===== config.mk =====
export PLATFORM = sky130hd
export DESIGN_NAME = tmr2_top
export DESIGN_NICKNAME = d
export VERILOG_FILES = /design/src/verilog/tmr2_fall_detect.v /design/src/verilog/tmr2_top.v
export VERILOG_INCLUDE_DIRS = /design/src /design/src/include
export SDC_FILE = /design/constraint.sdc
export NUM_CORES = 1
export LEC_CHECK = 0
export ABC_AREA = 1
export BUFFER_PORTS_ARGS = -buffer_cell sky130_fd_sc_hd__buf_4
export CAP_MARGIN = 20
export CORE_MARGIN = 3
export CORE_UTILIZATION = 33
export CTS_BUF_LIST = sky130_fd_sc_hd__clkbuf_4 sky130_fd_sc_hd__clkbuf_8
export CTS_CLUSTER_SIZE = 40
export DETAILED_ROUTE_END_ITERATION = 16
export PLACE_DENSITY = 0.51
export SLEW_MARGIN = 40
export SYNTH_ARGS = -nofsm -noshare
export SYNTH_HDL_FRONTEND = slang
export SYNTH_SLANG_ARGS = --single-unit

===== constraint.sdc =====
create_clock -name mclk -period 1.97 [get_ports mclk]
set_input_delay 0.0985 -clock mclk [delete_from_list [all_inputs] [get_ports mclk]]
set_output_delay 0.0985 -clock mclk [all_outputs]
set_load 0.05 [all_outputs]

===== src/include/tmr2_defines.vh =====
// constants for the sixteen-bit capture/reload/baud timer
// Notes on behaviour
// - 16-bit count, osc/12 or external falling edges
// - overflow sets bit 7 until software clears
// - no overflow flag while any clock select set
// - trigger capture/reload sets bit 6 flag
// - set external flag raises interrupt only while bit 2 runs
// - bit 5 steers receive clock to overflow
// - bit 4 steers transmit clock to overflow
// - bit 3 enables trigger unless in baud mode
// - bit 2 runs timer, zero stops it
// - select 1: trigger edge captures count
// - select 0: reload on overflow and trigger
// - baud mode forces auto-reload, ignores select
// - mode decode from selects and run bit
// - reload loads count from capture/reload pair
// - both flags share one interrupt request
`ifndef TMR2_DEFINES_VH
`define TMR2_DEFINES_VH
`define TMR2_CTRL_ADDR     8'hc8
`define TMR2_CNT_LO_ADDR   8'hcc
`define TMR2_CNT_HI_ADDR   8'hcd
`define TMR2_CAP_LO_ADDR   8'hca
`define TMR2_CAP_HI_ADDR   8'hcb
`define TMR2_CTRL_RESET    8'h00
`define TMR2_BIT_OVF       7
`define TMR2_BIT_EXT       6
`define TMR2_BIT_RXSEL     5
`define TMR2_BIT_TXSEL     4
`define TMR2_BIT_EXEN      3
`define TMR2_BIT_RUN       2
`define TMR2_BIT_SRC       1
`define TMR2_BIT_CAPSEL    0
`define TMR2_PRESCALE      4'hb
`endif


===== src/verilog/tmr2_fall_detect.v =====
// two-stage synchroniser with falling edge pulse
`timescale 1ns/1ps
module tmr2_fall_detect
(
  mclk,
  resetn,
  pin_in,
  fall_pulse
);
  input  wire mclk;
  input  wire resetn;
  input  wire pin_in;
  output reg  fall_pulse;

  reg meta_reg;
  reg sync_reg;
  reg prev_reg;

  // pins idle high, so reset to one avoids a false edge
  always @(posedge mclk)
  begin
    if (!resetn)
    begin
      meta_reg   <= 1'b1;
      sync_reg   <= 1'b1;
      prev_reg   <= 1'b1;
      fall_pulse <= 1'b0;
    end
    else
    begin
      meta_reg   <= pin_in;
      sync_reg   <= meta_reg;
      prev_reg   <= sync_reg;
      fall_pulse <= prev_reg & ~sync_reg;
    end
  end
endmodule


===== src/verilog/tmr2_top.v =====
// sixteen-bit timer with auto-reload, capture and baud modes
`timescale 1ns/1ps
`include "tmr2_defines.vh"
module tmr2_top
(
  mclk,
  resetn,
  sfr_addr,
  sfr_wdata,
  sfr_wr,
  sfr_rd,
  sfr_rdata,
  count_pin,
  trigger_pin,
  t1_overflow,
  rx_baud_tick,
  tx_baud_tick,
  irq_req
);
  input  wire       mclk;
  input  wire       resetn;
  input  wire [7:0] sfr_addr;
  input  wire [7:0] sfr_wdata;
  input  wire       sfr_wr;
  input  wire       sfr_rd;
  output reg  [7:0] sfr_rdata;
  input  wire       count_pin;
  input  wire       trigger_pin;
  input  wire       t1_overflow;
  output reg        rx_baud_tick;
  output reg        tx_baud_tick;
  output reg        irq_req;

  localparam [2:0] MODE_STOP = 3'b001;
  localparam [2:0] MODE_LOAD = 3'b010;
  localparam [2:0] MODE_CAPT = 3'b100;

  reg  [7:0]  ctrl_reg;
  reg  [7:0]  ctrl_next;
  reg  [15:0] count_reg;
  reg  [15:0] count_next;
  reg  [15:0] cap_reg;
  reg  [15:0] cap_next;
  reg  [3:0]  pre_reg;
  reg  [3:0]  pre_next;
  reg  [2:0]  mode;
  reg         tick;
  reg         ovf;
  wire        count_fall;
  wire        trig_fall;
  wire        baud;
  wire        trig_ok;

  ////////////////////////////////////////////////////////////////////////
  // pin edge detection
  tmr2_fall_detect u_count_edge
  (
    .mclk       (mclk),
    .resetn     (resetn),
    .pin_in     (count_pin),
    .fall_pulse (count_fall)
  );

  tmr2_fall_detect u_trig_edge
  (
    .mclk       (mclk),
    .resetn     (resetn),
    .pin_in     (trigger_pin),
    .fall_pulse (trig_fall)
  );

  ////////////////////////////////////////////////////////////////////////
  // mode decode
  assign baud    = ctrl_reg[`TMR2_BIT_RXSEL] | ctrl_reg[`TMR2_BIT_TXSEL];
  // baud mode blocks trigger events entirely
  assign trig_ok = trig_fall & ctrl_reg[`TMR2_BIT_EXEN] & ~baud;

  always @*
  begin
    if (!ctrl_reg[`TMR2_BIT_RUN])
      mode = MODE_STOP;
    else if (baud | ~ctrl_reg[`TMR2_BIT_CAPSEL])
      mode = MODE_LOAD;
    else
      mode = MODE_CAPT;
  end

  ////////////////////////////////////////////////////////////////////////
  // count source and overflow
  always @*
  begin
    pre_next = (pre_reg == `TMR2_PRESCALE) ? 4'h0 : pre_reg + 4'h1;
    if (ctrl_reg[`TMR2_BIT_SRC])
      tick = count_fall;
    else
      tick = (pre_reg == `TMR2_PRESCALE);
    case (mode)
      MODE_STOP: ovf = 1'b0;
      MODE_LOAD: ovf = tick & (count_reg == 16'hffff);
      MODE_CAPT: ovf = tick & (count_reg == 16'hffff);
      default:   ovf = 1'b0;
    endcase
  end

  ////////////////////////////////////////////////////////////////////////
  // counter, capture register and control next state
  always @*
  begin
    count_next = count_reg;
    cap_next   = cap_reg;
    ctrl_next  = ctrl_reg;
    if (sfr_wr && sfr_addr == `TMR2_CTRL_ADDR)
      ctrl_next = sfr_wdata;
    if (sfr_wr && sfr_addr == `TMR2_CAP_LO_ADDR)
      cap_next[7:0] = sfr_wdata;
    if (sfr_wr && sfr_addr == `TMR2_CAP_HI_ADDR)
      cap_next[15:8] = sfr_wdata;
    if (sfr_wr && sfr_addr == `TMR2_CNT_LO_ADDR)
      count_next[7:0] = sfr_wdata;
    if (sfr_wr && sfr_addr == `TMR2_CNT_HI_ADDR)
      count_next[15:8] = sfr_wdata;
    case (mode)
      MODE_LOAD:
      begin
        if (ovf | trig_ok)
          count_next = cap_reg;
        else if (tick)
          count_next = count_reg + 16'h0001;
      end
      MODE_CAPT:
      begin
        if (tick)
          count_next = count_reg + 16'h0001;
        if (trig_ok)
          cap_next = count_reg;
      end
      default:
        count_next = count_next;
    endcase
    // capture/reload triggers still flag with the timer stopped
    if (mode == MODE_STOP && trig_ok && ctrl_reg[`TMR2_BIT_CAPSEL])
      cap_next = count_reg;
    // hardware set wins over a same-cycle software clear
    if (ovf && !baud)
      ctrl_next[`TMR2_BIT_OVF] = 1'b1;
    if (trig_ok)
      ctrl_next[`TMR2_BIT_EXT] = 1'b1;
  end

  ////////////////////////////////////////////////////////////////////////
  // registers and outputs
  always @(posedge mclk)
  begin
    if (!resetn)
    begin
      ctrl_reg     <= `TMR2_CTRL_RESET;
      count_reg    <= 16'h0000;
      cap_reg      <= 16'h0000;
      pre_reg      <= 4'h0;
      rx_baud_tick <= 1'b0;
      tx_baud_tick <= 1'b0;
      irq_req      <= 1'b0;
      sfr_rdata    <= 8'h00;
    end
    else
    begin
      ctrl_reg     <= ctrl_next;
      count_reg    <= count_next;
      cap_reg      <= cap_next;
      pre_reg      <= pre_next;
      rx_baud_tick <= ctrl_reg[`TMR2_BIT_RXSEL] ? ovf : t1_overflow;
      tx_baud_tick <= ctrl_reg[`TMR2_BIT_TXSEL] ? ovf : t1_overflow;
      // one request line, service routine tests both flags
      irq_req      <= ctrl_next[`TMR2_BIT_OVF] |
                      (ctrl_next[`TMR2_BIT_EXT] & ctrl_next[`TMR2_BIT_RUN]);
      if (sfr_rd)
      begin
        case (sfr_addr)
          `TMR2_CTRL_ADDR:   sfr_rdata <= ctrl_reg;
          `TMR2_CAP_LO_ADDR: sfr_rdata <= cap_reg[7:0];
          `TMR2_CAP_HI_ADDR: sfr_rdata <= cap_reg[15:8];
          `TMR2_CNT_LO_ADDR: sfr_rdata <= count_reg[7:0];
          `TMR2_CNT_HI_ADDR: sfr_rdata <= count_reg[15:8];
          default:           sfr_rdata <= 8'h00;
        endcase
      end
    end
  end
endmodule


==> results.ini <==
[status]
status=finished clean

[layout]
drive_gt1_share_pct=16.1
seq_area_um2=1260
multi_input_area_um2=2220
syn_to_final_growth_pct=18.5
fin_cells=819
antenna_cells=0
stdcell_area_um2=4660
postLayoutCoreUtil_pct=40.5
layout.nets=696
fill_cells=1261

[setup_path]
r2r-start=count_reg[0]
worst-path-max-fanout=18
cp-start-kind=flip-flop
cp.required_ns=2.28
critPathKind=reg -> reg
reg2reg_depth=11
cp.arrival_ns=2.06
rr_endpoint=count_reg[13]
reg2reg_setup_slack_ns=0.22
crit_path_end_kind=flip-flop

[timing]
finalCritPeriodShare_pct=88.8
layout_min_cycle_time_ns=1.75
slew_headroom_pct=67.3
tightestPinTransition_ns=0.491
slew_violations=0
hold_viol=0
fin_skew_ns=0.0120
setup_violations=0
max_freq_mhz=571
rsz0062_at_grt=no
setup-tns-final_ns=0

[synth]
synth_top_area_share_pct=32.1
syn_area_per_cell_um2=6.25
yosysWarningCount=0
synthTopCellsByArea=dfxtp_1 (32%), nand2_1 (16%), inv_1 (8.0%)
netlist_area_um2=3930
synth_cell_type_count=33
yosysTopAreaCell=dfxtp_1
ys_seq_area_share_pct=32.1
yosys_register_bits=63
postSynthNetCount=654
netlist_instances=629

[placed_design]
dpl.hpwl_um=9840
dpl_cell_area_um2=4410
io_buffer_count=33
post-place-cells=801
gp_congestion=0.906

[routing]
antenna_left=0
vias=4219
wirelength_um=13400
drc_errors=0
drtIter0Drc=205
wl_per_cell_um=16.3
routed_via_density=5.15
drtPass1Iterations=4

[hold_path]
whs_path_depth=3
hold-path-endpoint=ctrl_reg[6]
min_from=resetn
holdCritPathClass=in -> reg

[pwr]
total_power_mw=2.87
vdd_drop_max_mv=0.375
p_int_mw=2.14
seqPwrFrac_pct=45.6
pwr-share-comb_pct=7.9
switching_share_pct=25.4
leakagePower_nw=2.11
powerDensity_nw_per_um2=615
clock_power_share_pct=46.6
power.switching_mw=0.729

[grt]
grt_usage_pct=21.3
antenna_found_initial=0
grt_max_degree=38
grt_overflow=0
grt_pass1_wl_um=21600
grt_pass1_vias=4031

[clock_network]
clockBufferDepth=2
clock_sinks=63
insertion_delay_ns=0.37
htree_levels=3
cts_made_buffers=9
root_buffer=clkbuf_8
clk_pin_slew_ns=0.08
cts_tree=yes

[floorplan]
fp.dieW_um=115
start_util_pct=34.1
die_h_um=115
die_area_um2=13300
core_um2=11500
rows=39
ios=34

[flow_run]
drv_cap=0

-- how the worst max path moves through the flow --
stage / start / to / slack, ns
detailed placement: count_reg[1] / count_reg[13] / 0.18
global placement: count_reg[1] / count_reg[4] / 0.22
CTS: count_reg[0] / count_reg[9] / 0.17
global route: count_reg[1] / count_reg[13] / 0.04
finish: count_reg[0] / count_reg[13] / 0.22
floorplan: count_reg[0] / count_reg[10] / 0.31
-- critical path: stages, from the launching register on --
cell and delay, ns:
dfxtp_2 0.37, ha_1 0.18, nand2_2 0.09, nor2_4 0.19
nand2_2 0.10, nor2_4 0.13, nand2_4 0.09, nand2_8 0.16
inv_6 0.09, nand3_1 0.08, nand2_1 0.06, a21oi_1 0.14
-- cells in the mapped netlist (all sizes together) --
cell / number
nand2: 172
inv: 88
o21ai: 66
dfxtp: 63
a21oi: 56
nor2: 56
nand3: 47
o22ai: 16
buf: 14
nand4: 13
or2: 10
clkbuf: 9
nor3: 8
xor2: 4
o211ai: 3
ha: 2
a31oi: 1
xnor2: 1
-- logic make-up (layout without fill, tap and decap cells) --
| logic type | Yosys count | count (layout) | share of synthesized area (%) |
|---|---|---|---|
| AOI/OAI and AO/OA | 142 | 142 | 19.3 |
| buffers and inverters | 111 | 158 | 11.5 |
| DFF | 63 | 63 | 32.1 |
| xor gates and xnor gates | 5 | 5 | 1.11 |
| adders and majority gates | 2 | 2 | 0.636 |
| and+or+nand+nor | 306 | 306 | 35.4 |
-- placed cells by master (no fill, tap or decap), types with 2 or more instances in the layout --
cell type / count
nand3_1: 44
nor3_1: 8
o21ai_0: 59
clkbuf_8: 10
or2_2: 10
o22ai_1: 16
dlygate4sd3_1: 2
ha_1: 2
o21ai_1: 7
inv_2: 3
dfxtp_1: 61
buf_4: 50
o211ai_1: 3
nor2_4: 5
xor2_1: 4
nor2_1: 47
nor2_2: 4
a21oi_2: 5
dfxtp_2: 2
nand2_2: 4
bufinv_16: 2
a21oi_1: 51
nand3_2: 3
nand2_1: 166
buf_12: 2
inv_1: 84
nand4_1: 11
-- routing by layer --
layer  global-route usage (%)  share of wire, %  vias to the layer above
met3                     3.63               5.6                       23
met1                     28.1                45                     1939
met5                        0                 0                        -
met2                     34.5                46                      131
li1                         -                 -                     2126
met4                     8.61               3.1                        0
-- metrics by stage --
step / hold slack (ns) / worst slack [ns]
floorplan: 0.205 / 0.314
finish: 0.0685 / 0.220
global placement: 0.287 / 0.216
global route: 0.0885 / 0.0395
detailed placement: 0.290 / 0.180
CTS: 0.0600 / 0.172
-- power by group through the flow --
stage / Combinational, mW / Clock [mW] / Sequential [mW]
floorplan: 0.0874 / 0 / 1.37
global placement: 0.221 / 0 / 1.33
detailed placement: 0.223 / 0 / 1.34
CTS: 0.226 / 1.36 / 1.31
global route: 0.246 / 1.42 / 1.31
finish: 0.226 / 1.34 / 1.31
-- timing repair --
action	in CTS	in global routing
gates resized for setup	0	2
endpoints found under the setup margin	0	10
hold endpoints to repair	2	0
hold buffers	2	0
setup buffers	0	0
-- final cells by class --
class / count / area share (%)
well taps: 143 / 3.84
flip-flops and latches: 63 / 27.1
multi-input cells: 455 / 47.6
inverters: 88 / 7.20
repair buffers: 54 / 9.34
clock inverters: 5 / 1.75
clock buffers: 11 / 3.11
(Power assumes the default switching activity.)
